--- src/pkg/uart_pkg.sv ---
// Purpose: shared constants, types and helpers for the uart holding and interrupt block
// Assumes: 20 MHz ref_clk, 8 data bits, one stop bit, no parity
// Notes: register offsets are the 3-bit host address values
package uart_pkg;
  localparam int FIFO_DEPTH = 128;
  localparam int PTR_W = 7;
  localparam int PIN_W = 20;
  // strobes and rx preset idle high, modem levels idle low: no false change after reset
  localparam logic [PIN_W-1:0] PIN_RST = 20'hfffe0;
  localparam logic [2:0] OFS_HOLD = 3'h0;
  localparam logic [2:0] OFS_MASK = 3'h1;
  localparam logic [2:0] OFS_SRC_CTRL = 3'h2;
  localparam logic [2:0] OFS_SAMPLE = 3'h3;
  localparam logic [2:0] OFS_LINE = 3'h5;
  localparam logic [2:0] OFS_MODEM = 3'h6;
  localparam logic [2:0] OFS_ENH = 3'h7;
  localparam int MASK_SLEEP = 4;
  localparam int ENH_ENABLE = 4;
  localparam int CTRL_FIFO_EN = 0;
  localparam int CTRL_RX_CLR = 1;
  localparam int CTRL_TX_CLR = 2;
  localparam logic [7:0] MASK_RST = 8'h00;
  localparam logic [7:0] ENH_RST = 8'h00;
  localparam logic [1:0] TRIG_RST = 2'h0;
  localparam logic [1:0] SAMPLE_RST = 2'h0;
  localparam logic [7:0] XOFF_CHAR = 8'h13;
  localparam logic [7:0] TICK_DIV = 8'h0a;
  localparam logic [5:0] SRC_NONE = 6'h01;
  localparam logic [5:0] SRC_LINE = 6'h06;
  localparam logic [5:0] SRC_RX = 6'h04;
  localparam logic [5:0] SRC_TX = 6'h02;
  localparam logic [5:0] SRC_MODEM = 6'h00;
  localparam logic [5:0] SRC_XOFF = 6'h10;
  localparam logic [5:0] SRC_FLOW = 6'h20;

  typedef enum logic [1:0] {RX_IDLE = 2'b00, RX_START = 2'b01, RX_DATA = 2'b10,
    RX_STOP = 2'b11} rx_state_t;
  typedef enum logic [1:0] {TX_IDLE = 2'b00, TX_LOAD = 2'b01, TX_SEND = 2'b10} tx_state_t;

  // per-bit debounce: a bit moves once stages two and three agree
  function automatic logic [PIN_W-1:0] settle(input logic [PIN_W-1:0] s2,
    input logic [PIN_W-1:0] s3, input logic [PIN_W-1:0] cur);
    settle = (s2 & ~(s2 ^ s3)) | (cur & (s2 ^ s3));
  endfunction

  function automatic logic [4:0] osr_of(input logic [1:0] sel);
    case (sel)
      2'h0: osr_of = 5'h10;
      2'h1: osr_of = 5'h08;
      default: osr_of = 5'h04;
    endcase
  endfunction

  function automatic logic [7:0] rx_trigger(input logic [1:0] sel);
    case (sel)
      2'h0: rx_trigger = 8'h08;
      2'h1: rx_trigger = 8'h10;
      2'h2: rx_trigger = 8'h18;
      default: rx_trigger = 8'h1c;
    endcase
  endfunction

  function automatic logic [PTR_W-1:0] ptr_inc(input logic [PTR_W-1:0] p);
    ptr_inc = p + 7'h01;
  endfunction
endpackage

--- src/verilog/uart_holding_irq.sv ---
// Purpose: holding registers, FIFOs, start filter, line state and interrupt masking
// Assumes: host strobes and pins asynchronous, held stable over several clocks
// Notes: sample tick from a fixed divider; oversample rate set by host
`timescale 1ns/1ns
module uart_holding_irq
  import uart_pkg::*;
(
  input wire logic ref_clk,
  input wire logic reset_n,
  input wire logic [2:0] host_addr,
  input wire logic [7:0] host_data_bus_in,
  input wire logic host_cs_n,
  input wire logic host_rd_n,
  input wire logic host_wr_n,
  input wire logic rx_line,
  input wire logic cts_pin,
  input wire logic rts_pin,
  input wire logic dsr_pin,
  input wire logic ri_pin,
  input wire logic cd_pin,
  output logic [7:0] host_data_bus_out,
  output logic host_data_bus_oe,
  output logic tx_line,
  output logic irq_out,
  output logic sleep_out
);
  ////////////////////////////////////////////////////////////////////////////////
  // pin synchronisers
  logic [PIN_W-1:0] s1_reg, s2_reg, s3_reg, pin_reg;
  wire [PIN_W-1:0] pin_next = settle(s2_reg, s3_reg, pin_reg);
  wire [2:0] p_addr = pin_next[19:17];
  wire [7:0] p_data = pin_next[16:9];
  wire p_cs_n = pin_next[8];
  wire p_rd_n = pin_next[7];
  wire p_wr_n = pin_next[6];
  wire p_rx = pin_next[5];
  wire [3:0] p_modem = {pin_next[0], pin_next[1], pin_next[2], pin_next[4]};
  wire [3:0] q_modem = {pin_reg[0], pin_reg[1], pin_reg[2], pin_reg[4]};
  wire cts_rise = ~pin_reg[4] & pin_next[4];
  wire rts_rise = ~pin_reg[3] & pin_next[3];

  always_ff @(posedge ref_clk)
  begin
    if (!reset_n)
    begin
      s1_reg <= PIN_RST;
      s2_reg <= PIN_RST;
      s3_reg <= PIN_RST;
      pin_reg <= PIN_RST;
    end
    else
    begin
      s1_reg <= {host_addr, host_data_bus_in, host_cs_n, host_rd_n, host_wr_n,
        rx_line, cts_pin, rts_pin, dsr_pin, ri_pin, cd_pin};
      s2_reg <= s1_reg;
      s3_reg <= s2_reg;
      pin_reg <= pin_next;
    end
  end

  // read acts at strobe start, write at strobe end
  wire rd_go = pin_reg[7] & ~p_rd_n & ~p_cs_n;
  wire rd_end = ~pin_reg[7] & p_rd_n;
  wire wr_go = ~pin_reg[6] & p_wr_n & ~p_cs_n;
  wire rd_hold = rd_go & (p_addr == OFS_HOLD);
  wire rd_src = rd_go & (p_addr == OFS_SRC_CTRL);
  wire rd_line = rd_go & (p_addr == OFS_LINE);
  wire rd_modem = rd_go & (p_addr == OFS_MODEM);
  wire wr_hold = wr_go & (p_addr == OFS_HOLD);
  wire wr_mask = wr_go & (p_addr == OFS_MASK);
  wire wr_ctrl = wr_go & (p_addr == OFS_SRC_CTRL);
  wire wr_sample = wr_go & (p_addr == OFS_SAMPLE);
  wire wr_enh = wr_go & (p_addr == OFS_ENH);

  ////////////////////////////////////////////////////////////////////////////////
  // control registers
  logic [7:0] irq_mask_reg, enhanced_feature_reg;
  logic [1:0] oversample_sel, trig_sel_reg;
  logic fifo_en_reg;
  wire rx_clr = wr_ctrl & p_data[CTRL_RX_CLR];
  wire tx_clr = wr_ctrl & p_data[CTRL_TX_CLR];

  always_ff @(posedge ref_clk)
  begin
    if (!reset_n)
    begin
      irq_mask_reg <= MASK_RST;
      enhanced_feature_reg <= ENH_RST;
      oversample_sel <= SAMPLE_RST;
      trig_sel_reg <= TRIG_RST;
      fifo_en_reg <= 1'b0;
    end
    else
    begin
      if (wr_mask)
      begin
        irq_mask_reg[3:0] <= p_data[3:0];
        if (enhanced_feature_reg[ENH_ENABLE])
        begin
          irq_mask_reg[7:4] <= p_data[7:4];
        end
      end
      if (wr_enh)
      begin
        enhanced_feature_reg <= p_data;
      end
      if (wr_sample)
      begin
        oversample_sel <= p_data[1:0];
      end
      if (wr_ctrl)
      begin
        fifo_en_reg <= p_data[CTRL_FIFO_EN];
        trig_sel_reg <= p_data[7:6];
      end
    end
  end

  ////////////////////////////////////////////////////////////////////////////////
  // sample tick and receiver
  logic [7:0] tick_cnt_reg;
  wire tick = (tick_cnt_reg == TICK_DIV - 8'h01);
  wire [4:0] osr = osr_of(oversample_sel);
  wire [4:0] half = {1'b0, osr[4:1]};
  rx_state_t rx_state_reg;
  logic [4:0] rx_cnt_reg;
  logic [2:0] rx_bits_reg;
  logic [7:0] rx_shift_reg;
  wire rx_fall = pin_reg[5] & ~p_rx;
  wire rx_mid = tick & (rx_cnt_reg == half - 5'h01);
  wire rx_bit_end = tick & (rx_cnt_reg == osr - 5'h01);
  wire rx_done = (rx_state_reg == RX_STOP) & rx_bit_end;
  wire [2:0] rx_err_in = {~p_rx & (rx_shift_reg == 8'h00), ~p_rx, 1'b0};

  always_ff @(posedge ref_clk)
  begin
    if (!reset_n)
    begin
      tick_cnt_reg <= 8'h00;
      rx_state_reg <= RX_IDLE;
      rx_cnt_reg <= 5'h00;
      rx_bits_reg <= 3'h0;
      rx_shift_reg <= 8'h00;
    end
    else
    begin
      tick_cnt_reg <= tick ? 8'h00 : tick_cnt_reg + 8'h01;
      if (tick)
      begin
        rx_cnt_reg <= rx_cnt_reg + 5'h01;
      end
      case (rx_state_reg)
        RX_IDLE:
        begin
          rx_cnt_reg <= 5'h00;
          if (rx_fall)
          begin
            rx_state_reg <= RX_START;
          end
        end
        RX_START:
        begin
          if (rx_mid)
          begin
            rx_cnt_reg <= 5'h00;
            rx_bits_reg <= 3'h0;
            rx_state_reg <= p_rx ? RX_IDLE : RX_DATA;
          end
        end
        RX_DATA:
        begin
          if (rx_bit_end)
          begin
            rx_cnt_reg <= 5'h00;
            rx_shift_reg <= {p_rx, rx_shift_reg[7:1]};
            rx_bits_reg <= rx_bits_reg + 3'h1;
            if (rx_bits_reg == 3'h7)
            begin
              rx_state_reg <= RX_STOP;
            end
          end
        end
        RX_STOP:
        begin
          if (rx_bit_end)
          begin
            rx_state_reg <= RX_IDLE;
          end
        end
        default: rx_state_reg <= RX_IDLE;
      endcase
    end
  end

  ////////////////////////////////////////////////////////////////////////////////
  // receive FIFO, data plus {break, framing, parity}
  logic [PTR_W-1:0] rx_wp_reg, rx_rp_reg;
  logic [7:0] rx_count_reg, err_cnt_reg;
  logic [10:0] rx_top;
  logic overrun_reg;
  wire rx_full = rx_count_reg == (fifo_en_reg ? 8'h80 : 8'h01);
  wire rx_push = rx_done & ~rx_full;
  wire rx_pop = rd_hold & (rx_count_reg != 8'h00);
  wire rx_any = rx_count_reg != 8'h00;
  wire top_err = rx_any & (|rx_top[10:8]);

  fifo_store #(.WIDTH(11)) rx_store (
    .ref_clk(ref_clk),
    .wr_en(rx_push),
    .wr_addr(rx_wp_reg),
    .wr_data({rx_err_in, rx_shift_reg}),
    .rd_addr(rx_rp_reg),
    .rd_data(rx_top)
  );

  always_ff @(posedge ref_clk)
  begin
    if (!reset_n || rx_clr)
    begin
      rx_wp_reg <= 7'h00;
      rx_rp_reg <= 7'h00;
      rx_count_reg <= 8'h00;
      err_cnt_reg <= 8'h00;
    end
    else
    begin
      if (rx_push)
      begin
        rx_wp_reg <= ptr_inc(rx_wp_reg);
      end
      if (rx_pop)
      begin
        rx_rp_reg <= ptr_inc(rx_rp_reg);
      end
      rx_count_reg <= rx_count_reg + {7'h00, rx_push} - {7'h00, rx_pop};
      err_cnt_reg <= err_cnt_reg + {7'h00, rx_push & (|rx_err_in)}
        - {7'h00, rx_pop & top_err};
    end
  end

  ////////////////////////////////////////////////////////////////////////////////
  // transmit FIFO and shifter
  logic [PTR_W-1:0] tx_wp_reg, tx_rp_reg;
  logic [7:0] tx_count_reg, tx_head;
  tx_state_t tx_state_reg;
  logic [8:0] tx_shift_reg;
  logic [3:0] tx_bits_reg;
  logic [4:0] tx_cnt_reg;
  wire tx_full = tx_count_reg == (fifo_en_reg ? 8'h80 : 8'h01);
  wire tx_push = wr_hold & ~tx_full;
  wire tx_pop = tx_state_reg == TX_LOAD;
  wire tx_drain = tx_pop & (tx_count_reg == 8'h01);
  wire tx_bit_end = tick & (tx_cnt_reg == osr - 5'h01);

  fifo_store #(.WIDTH(8)) tx_store (
    .ref_clk(ref_clk),
    .wr_en(tx_push),
    .wr_addr(tx_wp_reg),
    .wr_data(p_data),
    .rd_addr(tx_rp_reg),
    .rd_data(tx_head)
  );

  always_ff @(posedge ref_clk)
  begin
    if (!reset_n || tx_clr)
    begin
      tx_wp_reg <= 7'h00;
      tx_rp_reg <= 7'h00;
      tx_count_reg <= 8'h00;
    end
    else
    begin
      if (tx_push)
      begin
        tx_wp_reg <= ptr_inc(tx_wp_reg);
      end
      if (tx_pop)
      begin
        tx_rp_reg <= ptr_inc(tx_rp_reg);
      end
      tx_count_reg <= tx_count_reg + {7'h00, tx_push} - {7'h00, tx_pop};
    end
  end

  // idle waits a clock so head data has settled after a push
  always_ff @(posedge ref_clk)
  begin
    if (!reset_n)
    begin
      tx_state_reg <= TX_IDLE;
      tx_shift_reg <= 9'h1ff;
      tx_bits_reg <= 4'h0;
      tx_cnt_reg <= 5'h00;
      tx_line <= 1'b1;
    end
    else
    begin
      case (tx_state_reg)
        TX_IDLE:
        begin
          if (tx_count_reg != 8'h00 && !tx_clr)
          begin
            tx_state_reg <= TX_LOAD;
          end
        end
        TX_LOAD:
        begin
          tx_shift_reg <= {1'b1, tx_head};
          tx_bits_reg <= 4'h0;
          tx_cnt_reg <= 5'h00;
          tx_line <= 1'b0;
          tx_state_reg <= TX_SEND;
        end
        TX_SEND:
        begin
          if (tick)
          begin
            tx_cnt_reg <= tx_bit_end ? 5'h00 : tx_cnt_reg + 5'h01;
          end
          if (tx_bit_end)
          begin
            tx_bits_reg <= tx_bits_reg + 4'h1;
            tx_line <= tx_shift_reg[0] | (tx_bits_reg == 4'h9);
            tx_shift_reg <= {1'b1, tx_shift_reg[8:1]};
            if (tx_bits_reg == 4'h9)
            begin
              tx_state_reg <= TX_IDLE;
            end
          end
        end
        default: tx_state_reg <= TX_IDLE;
      endcase
    end
  end

  ////////////////////////////////////////////////////////////////////////////////
  // line state, modem state, interrupt sources
  wire tx_busy = tx_state_reg != TX_IDLE;
  wire [7:0] line_state_reg = {err_cnt_reg != 8'h00,
    (tx_count_reg == 8'h00) & ~tx_busy,
    tx_count_reg == 8'h00,
    top_err & rx_top[10], top_err & rx_top[9], top_err & rx_top[8], overrun_reg,
    rx_any};
  logic [3:0] modem_delta_reg;
  wire [7:0] modem_state_reg = {q_modem, modem_delta_reg};
  wire [3:0] modem_chg = (p_modem ^ q_modem) & {1'b1, ~p_modem[2], 2'b11};
  logic tx_space_pend_reg, xoff_pend_reg, cts_pend_reg, rts_pend_reg;
  wire rx_avail_irq = fifo_en_reg ? (rx_count_reg >= rx_trigger(trig_sel_reg)) : rx_any;
  wire tx_space_irq = fifo_en_reg ? tx_space_pend_reg : (tx_count_reg == 8'h00);
  wire [7:0] pend = {cts_pend_reg, rts_pend_reg, xoff_pend_reg, 1'b0,
    |modem_delta_reg,
    |line_state_reg[4:1],
    tx_space_irq, rx_avail_irq};
  wire polled = fifo_en_reg & (irq_mask_reg[3:0] == 4'h0);
  wire [7:0] live = pend & irq_mask_reg & {8{~polled}};
  wire [5:0] src_code = live[2] ? SRC_LINE : live[0] ? SRC_RX : live[1] ? SRC_TX :
    live[3] ? SRC_MODEM : live[5] ? SRC_XOFF : (|live[7:6]) ? SRC_FLOW : SRC_NONE;
  wire [7:0] irq_source_reg = {{2{fifo_en_reg}}, src_code};
  wire xoff_seen = rx_push & (rx_shift_reg == XOFF_CHAR);

  always_ff @(posedge ref_clk)
  begin
    if (!reset_n)
    begin
      overrun_reg <= 1'b0;
      modem_delta_reg <= 4'h0;
      tx_space_pend_reg <= 1'b0;
      xoff_pend_reg <= 1'b0;
      cts_pend_reg <= 1'b0;
      rts_pend_reg <= 1'b0;
    end
    else
    begin
      overrun_reg <= (rx_done & rx_full) | (overrun_reg & ~rd_line);
      modem_delta_reg <= modem_chg | (modem_delta_reg & {4{~rd_modem}});
      tx_space_pend_reg <= tx_drain | (tx_space_pend_reg & ~rd_src & ~wr_hold);
      xoff_pend_reg <= xoff_seen | (xoff_pend_reg & ~rd_src);
      cts_pend_reg <= cts_rise | (cts_pend_reg & ~rd_src);
      rts_pend_reg <= rts_rise | (rts_pend_reg & ~rd_src);
    end
  end

  ////////////////////////////////////////////////////////////////////////////////
  // host read data and output flops
  wire [7:0] rd_mux = (p_addr == OFS_HOLD) ? rx_top[7:0] :
    (p_addr == OFS_MASK) ? irq_mask_reg :
    (p_addr == OFS_SRC_CTRL) ? irq_source_reg :
    (p_addr == OFS_SAMPLE) ? {6'h00, oversample_sel} :
    (p_addr == OFS_LINE) ? line_state_reg :
    (p_addr == OFS_MODEM) ? modem_state_reg :
    (p_addr == OFS_ENH) ? enhanced_feature_reg : 8'h00;

  always_ff @(posedge ref_clk)
  begin
    if (!reset_n)
    begin
      host_data_bus_out <= 8'h00;
      host_data_bus_oe <= 1'b0;
      irq_out <= 1'b0;
      sleep_out <= 1'b0;
    end
    else
    begin
      if (rd_go)
      begin
        host_data_bus_out <= rd_mux;
        host_data_bus_oe <= 1'b1;
      end
      else if (rd_end)
      begin
        host_data_bus_oe <= 1'b0;
      end
      irq_out <= |live;
      sleep_out <= irq_mask_reg[MASK_SLEEP] & ~tx_busy & ~rx_any &
        (tx_count_reg == 8'h00) & (rx_state_reg == RX_IDLE);
    end
  end

  ////////////////////////////////////////////////////////////////////////////////
  // checks
  a_mask_reset: assert property (@(posedge ref_clk) !reset_n |=> irq_mask_reg == 8'h00)
    else $error("mask not cleared by reset");
  a_mask_guard: assert property (@(posedge ref_clk) disable iff (!reset_n)
    wr_mask && !enhanced_feature_reg[ENH_ENABLE] |=> $stable(irq_mask_reg[7:4]))
    else $error("upper mask bits written without enhanced enable");
  a_start_reject: assert property (@(posedge ref_clk) disable iff (!reset_n)
    rx_state_reg == RX_START && rx_mid && p_rx |=> rx_state_reg == RX_IDLE)
    else $error("false start not discarded");
  a_start_wait: assert property (@(posedge ref_clk) disable iff (!reset_n)
    rx_state_reg == RX_IDLE && rx_fall |=> rx_state_reg == RX_START && rx_cnt_reg == 5'h00)
    else $error("start count not begun on falling edge");
  a_hold_push: assert property (@(posedge ref_clk) disable iff (!reset_n)
    tx_push && !tx_pop && !tx_clr |=> tx_count_reg == $past(tx_count_reg) + 8'h01)
    else $error("holding write did not reach transmit FIFO");
  a_hold_pop: assert property (@(posedge ref_clk) disable iff (!reset_n)
    rx_pop && !rx_push && !rx_clr |=> rx_count_reg == $past(rx_count_reg) - 8'h01)
    else $error("holding read did not remove a byte");
  a_data_ready: assert property (@(posedge ref_clk) disable iff (!reset_n)
    rx_push && !rx_clr |=> line_state_reg[0])
    else $error("data ready not set after receive");
  a_shift_empty: assert property (@(posedge ref_clk) disable iff (!reset_n)
    line_state_reg[6] |-> tx_line)
    else $error("transmitter empty while line not idle");
  a_polled_quiet: assert property (@(posedge ref_clk) disable iff (!reset_n)
    polled ##1 polled |-> !irq_out)
    else $error("interrupt raised in polled mode");
  a_cts_irq: assert property (@(posedge ref_clk) disable iff (!reset_n)
    cts_rise && irq_mask_reg[7] && !polled ##1 !polled && $stable(irq_mask_reg) |=> irq_out)
    else $error("cts rise gave no interrupt");
  a_drain_irq: assert property (@(posedge ref_clk) disable iff (!reset_n)
    tx_drain && !tx_clr |=> tx_space_pend_reg)
    else $error("drained FIFO left tx space unset");
endmodule

--- src/verilog/fifo_store.sv ---
// Purpose: 128-entry storage for one FIFO, registered read data
// Assumes: pointers handled by the caller
// Notes: read data lags the read address by one clock
`timescale 1ns/1ns
module fifo_store
  import uart_pkg::*;
#(
  parameter int WIDTH = 8
)
(
  input wire logic ref_clk,
  input wire logic wr_en,
  input wire logic [PTR_W-1:0] wr_addr,
  input wire logic [WIDTH-1:0] wr_data,
  input wire logic [PTR_W-1:0] rd_addr,
  output logic [WIDTH-1:0] rd_data
);
  logic [WIDTH-1:0] mem [FIFO_DEPTH];

  always_ff @(posedge ref_clk)
  begin
    if (wr_en)
    begin
      mem[wr_addr] <= wr_data;
    end
    rd_data <= mem[rd_addr];
  end
endmodule

--- config.mk ---
export PLATFORM = sky130hd
export DESIGN_NAME = uart_holding_irq
export DESIGN_NICKNAME = d
export VERILOG_FILES = /design/src/pkg/uart_pkg.sv /design/src/verilog/uart_holding_irq.sv /design/src/verilog/fifo_store.sv
export SDC_FILE = /design/constraint.sdc
export NUM_CORES = 2
export LEC_CHECK = 0
export BUFFER_PORTS_ARGS = -buffer_cell sky130_fd_sc_hd__buf_2
export CORE_MARGIN = 3
export CORE_UTILIZATION = 56
export CTS_CLUSTER_DIAMETER = 40
export CTS_CLUSTER_SIZE = 28
export DETAILED_ROUTE_END_ITERATION = 6
export GPL_ROUTABILITY_DRIVEN = 0
export MAX_ROUTING_LAYER = met4
export PLACE_DENSITY_LB_ADDON = 0.3
export SYNTH_ARGS = -nofsm -noshare
export SYNTH_HDL_FRONTEND = slang
export SYNTH_HIERARCHICAL = 1
export SYNTH_SLANG_ARGS = --single-unit
--- constraint.sdc ---
create_clock -name ref_clk -period 11.5 [get_ports ref_clk]
set_input_delay 0.575 -clock ref_clk [delete_from_list [all_inputs] [get_ports ref_clk]]
set_output_delay 0.575 -clock ref_clk [all_outputs]
set_load 0.05 [all_outputs]
# --- After elaboration in Yosys (flattened, before gate mapping) ---
# Memories as Yosys holds them, arrays and structs flattened. A register that Yosys moved wholly into a read port is not among the register bits.
# Cells that the tools add are included.
totals:
  reg_bits: 231
  latch_bits: 0
  memories: 2
  out_inout_bits: 12
  romBits: 0
  mem_bits_rw: 2304
mem_list:
  columns: ["memory", "words", "word_bits", "read_ports", "rd_clocked_by_memory_dff", "write_ports", "line", "text"]
  rows:
  - ["rx_store.mem", 128, 10, 1, 1, 1, "fifo_store.sv:18", "logic [WIDTH-1:0] mem [FIFO_DEPTH];"]
  - ["tx_store.mem", 128, 8, 1, 1, 1, "fifo_store.sv:18", null]
op_classes:
  order_cmp: 1
  mux: 51
  n_shift: 0
  mul: 0
  n_reduce_logical: 34
  eq_ne: 33
  n_addsub: 17
  n_div: 0
  bitwise: 83
op_table:
  columns: ["cell", "n"]
  rows:
  - ["$mux W8", 8]
  - ["$and A1 B1 Y1", 48]
  - ["$and A20 B20 Y20", 2]
  - ["$mux W6", 6]
  - ["$pmux W5 S3", 2]
  - ["$add A7 B1 Y7 const B", 4]
  - ["$mux W5", 5]
  - ["$add A8 B1 Y8", 3]
  - ["$reduce_bool A8 Y1", 3]
  - ["$sub A8 B1 Y8", 3]
  - ["$not A20 Y20", 1]
  - ["$or A20 B20 Y20", 1]
  - ["$pmux W5 S2", 2]
  - ["$xor A20 B20 Y20", 1]
  - ["$mux W2", 9]
  - ["$ne A2 B2 Y1 const B", 9]
  - ["$not A1 Y1", 18]
  - ["$pmux W9 S2", 1]
  - ["$and A8 B8 Y8", 2]
  - ["$eq A8 B8 Y1", 2]
  - ["$logic_not A8 Y1", 2]
  - ["$eq A5 B5 Y1", 3]
  - ["$eq A3 B3 Y1 const B", 4]
  - ["$add A5 B1 Y5 const B", 2]
  - ["other kinds (41)", 78]

# --- Depth between registers and ports, before layout ---
logic_depth:
  ltp_word: 16
  depth_mapped: 18
  depth_no_buf: 18

# --- Modules after synthesis ---
# The synthesis kept the hierarchy.
modules_own_cells:
  columns: ["mod", "instances", "cells_per_inst", "area_each_um2", "seq_area_each_um2"]
  rows:
  - ["fifo_store (rx_store)", 1, 2178, 54223.3, 42500.8]
  - ["fifo_store (tx_store)", 1, 1635, 39665.5, 30909.6]
  - ["uart_holding_irq", 1, 1081, 9863.2, 4384.2]

# --- Worst setup path before layout ---
# Ideal clock, no wire load.
synth_path:
  path_type: "flip-flop to flip-flop"
  startpoint: "register, netlist name rx_shift_reg[5]"
  endpoint: "memory rx_store/mem[0][10] (netlist bit) (data pin)"
  setup_time_ps: 1512
  arrival_ps: 8571
  t_required_ps: 9988
  n_path_buf: 0
  path_slack_ps: 1417
  stages_incl_launch_ff: 3
  cell_sequence: "dfxtp_1 -> or4_1 -> nor4_1"
synth_rtl:
  columns: ["element", "line"]
  rows:
  - ["end: declaration", "fifo_store.sv:18"]

==> impl_metrics.env <==
export IMPL_postSynthCellCount=4894
export IMPL_synth_compound_area_share_pct=1.243
export IMPL_drv_slew=0
export IMPL_hold_path_class="in2reg"
export IMPL_cts_htree_levels=5
export IMPL_synth_most_common_cell="edfxtp_1"
export IMPL_reg2regPathDepth=6
export IMPL_insertion_delay_ns=0.93
export IMPL_reg_top3="rx_store/mem: 1408 flops, tx_store/mem: 1024 flops"
export IMPL_synth_largest_area_cell="edfxtp_1"
export IMPL_synth_simple_area_share_pct=3.632
export IMPL_powerDensity_nw_per_um2=182.9
export IMPL_crit_type="reg2reg"
export IMPL_wirelength_um=238300
export IMPL_required_ns=12.32
export IMPL_clock_path_buffers=4
export IMPL_wl_met3_um=22950
export IMPL_drc=1
export IMPL_ant_nets=0
export IMPL_vias=51010
export IMPL_dieArea_sq_um=190500
export IMPL_maxCapViolCount=0
export IMPL_hold_viol_final=0
export IMPL_drt_pass1_iter_count=7
export IMPL_synth_xor_area_share_pct=0.4390
export IMPL_syn_to_final_growth_pct=14.24
export IMPL_die_y_um=436.4
export IMPL_multi_input_area_sq_um=25330
export IMPL_yosysWarnings=6
export IMPL_numCtsBuffers=325
export IMPL_p_leak_uw=0.03600
export IMPL_top_layer_used="met4"
export IMPL_drt_wirelength_per_cell_um=29.88
export IMPL_ys_types=81
export IMPL_nets=5333
export IMPL_synthTopCellsByArea="edfxtp_1 (70%), mux4_2 (17%), dfxtp_1 (4.6%)"
export IMPL_vias_per_cell=6.396
export IMPL_synthAdderAreaFrac_pct=0.7875
export IMPL_rsz0062_at_grt="false"
export IMPL_path_clk_slew_ns=0.07
export IMPL_critPathMaxFanout=104
export IMPL_setup_violations=0
export IMPL_yosysTopAreaCellShare_pct=70.39
export IMPL_synth_common_cells="edfxtp_1 (2432), mux4_2 (798), nor2_1 (337)"
export IMPL_cts_setup_buffers=0
export IMPL_holdPathEnd="s2_reg[10]$_SDFF_PN1_"
export IMPL_grt_pass1_vias=51330
export IMPL_slew_headroom_pct=10.77
export IMPL_io_buffer_count=33
export IMPL_largest_reg_flops=1408
export IMPL_overflow=0
export IMPL_crit_arrival_ns=5.46
export IMPL_grtUsageTotal_pct=26.21
export IMPL_clock_sinks=2670
export IMPL_status="finished, violations left"
export IMPL_min_path_cells=2
export IMPL_fillCellCount=11630
export IMPL_grt_pass1_wl_um=355900
export IMPL_cp_cell_sequence="buf_12 -> buf_4 -> mux4_2 -> mux4_2 -> mux4_2 -> mux2_2"
export IMPL_critPathMaxStageDelay_ns=0.90
export IMPL_met1_length_um=92560
export IMPL_antenna_found_initial=11
export IMPL_dpl_hpwl_um=136700
export IMPL_die_x_um=436.4
export IMPL_cts_tree="done"
export IMPL_rr_startpoint="tx_rp_reg[0]$_SDFFE_PP0P_"
export IMPL_synth_top_family_by_area="multiplexers"
export IMPL_fin_area_sq_um=118500
export IMPL_tightest_slew_ns=1.333
export IMPL_hold_path_startpoint="reset_n"
export IMPL_drive_above_1_share_pct=28.24
export IMPL_synth_seq_cells=2670
export IMPL_rows=157
export IMPL_top_register="rx_store/mem"
export IMPL_vdd_drop_max_mv=0.1381
export IMPL_crit_slowest_cell="dfxtp_4"
export IMPL_drtIter0Drc=6428
export IMPL_ios=34
export IMPL_ff_latch_area_sq_um=77850
export IMPL_yosysSeqAreaShare_pct=74.98
export IMPL_synthMuxAreaShare_pct=17.71
export IMPL_layout_min_cycle_time_ns=4.646
export IMPL_synth_edf_count=2432
export IMPL_finalSetupTns_ns=0
export IMPL_floorplan_initialDensity_pct=56.49
export IMPL_cts_root_buf="clkbuf_16"
export IMPL_finClkSkew_ns=0.08658
export IMPL_routed_wl_met2_um=116100
export IMPL_cts_resized=0
export IMPL_violations="DRC"
export IMPL_max_freq_ghz=0.2153
export IMPL_place_area_sq_um=107500
export IMPL_cp_common_cell="mux4_2"
export IMPL_async_flop_share_pct=0
export IMPL_r2r_end="tx_store/rd_data[6]$_DFF_P_"
export IMPL_grt_max_degree=164
export IMPL_synth_area_sq_um=103800
export IMPL_core_area_sq_um=183700
export IMPL_dominantRegCellSynth="edfxtp_1"
export IMPL_startpoint_type="flop"
export IMPL_r2r_slack_ns=6.85
export IMPL_avgSynthCellArea_sq_um=21.20
export IMPL_fin_crit_sh_pct=40.40
export IMPL_worstSetupEndpointType="flop"
[cell families (layout without fill, tap and decap cells)]
kind of cell | count (synthesis) | count (layout)
AO/OA/AOI/OAI | 186 | 186
XOR/XNOR | 52 | 52
adder cells (fa/ha/maj) | 66 | 66
buffers and inverters | 294 | 776
flip-flops | 2670 | 2670
multiplexers | 836 | 836
other | 1 | 136
AND/OR/NAND/NOR | 789 | 789
[worst max-delay path, delay by kind of cell, from the launching register on]
| family | cells | cell delay (ns) |
|---|---|---|
| flip-flops | 1 | 0.90 |
| multiplexers | 4 | 2.00 |
| buffers and inverters | 2 | 1.41 |
[routing by layer]
metal	up-vias	track usage, %
met5	-	-
met2	2717	39.83
met1	26990	36.54
met4	0	7.580
li1	20870	-
met3	433	5.583
[how the worst max path moves through the flow]
| stage | start | endpoint | slack, ns | cells after the start |
|---|---|---|---|---|
| 2_1_floorplan | rx_shift_reg[5]$_SDFFE_PN0P_ | rx_store/mem[0][10]$_DFFE_PP_ | 1.42 | 2 |
| 3_3_place_gp | tx_rp_reg[0]$_SDFFE_PP0P_ | tx_store/rd_data[5]$_DFF_P_ | 6.70 | 6 |
| 3_5_place_dp | tx_rp_reg[0]$_SDFFE_PP0P_ | tx_store/rd_data[5]$_DFF_P_ | 6.68 | 6 |
| 4_1_cts | tx_rp_reg[0]$_SDFFE_PP0P_ | tx_store/rd_data[5]$_DFF_P_ | 6.71 | 6 |
| 5_1_grt | tx_rp_reg[0]$_SDFFE_PP0P_ | tx_store/rd_data[5]$_DFF_P_ | 6.51 | 6 |
| 6_report | tx_rp_reg[0]$_SDFFE_PP0P_ | tx_store/rd_data[6]$_DFF_P_ | 6.85 | 6 |
[area by class of cell]
cell class	instances	area share, %
flip-flops and latches	2670	65.69
multi-input cells	2057	21.37
clock buffers	347	7.003
well taps	2464	2.601
clock inverters	225	2.118
repair buffers	162	1.070
inverters	42	0.1351
diodes	8	0.01689
[what timing repair did]
action / CTS / global route
hold buffers: 20 / 0
endpoints found under the setup margin: 0 / 0
hold endpoints to repair: 20 / 0
[stage by stage]
stage | cells | setup slack, ns | hold slack [ns] | total power, uW | util (%)
after global routing | 7974 | 6.512 | 0.1426 | 22300 | 64.53
after global placement | 7373 | 6.704 | 0.4021 | 11710 | 58.51
after floorplan | 5021 | 1.417 | 0.3863 | 11490 | -
after detailed placement | 7373 | 6.675 | 0.3939 | 11720 | 58.51
final | 7975 | 6.854 | 0.1431 | 21670 | 64.53
after CTS | 7965 | 6.707 | 0.08276 | 21830 | 64.51
[power breakdown]
group          leakage, uW  internal, uW  switching, uW
registers           0.0235         10500           75.4
clock network      0.00519          5980           4170
logic              0.00732           494            460
[layout by cell type (no fill, tap or decap), types with 29 or more instances in the layout]
cell type / synthesis / layout
nand3_1: 63 / 61
mux4_2: 798 / 798
nand2_1: 133 / 133
buf_2: 51 / 32
ha_1: 50 / 50
o21ai_0: 29 / 29
a21oi_1: 36 / 36
clkbuf_16: 0 / 329
edfxtp_1: 2432 / 2432
nor2b_1: 48 / 48
clkinvlp_4: 0 / 35
dfxtp_1: 238 / 221
conb_1: 1 / 128
clkinv_4: 0 / 35
inv_6: 0 / 48
nor2_1: 337 / 337
buf_4: 11 / 102
nand2b_1: 70 / 70
inv_1: 41 / 40
Note: power is estimated with default switching activity, not from simulation.
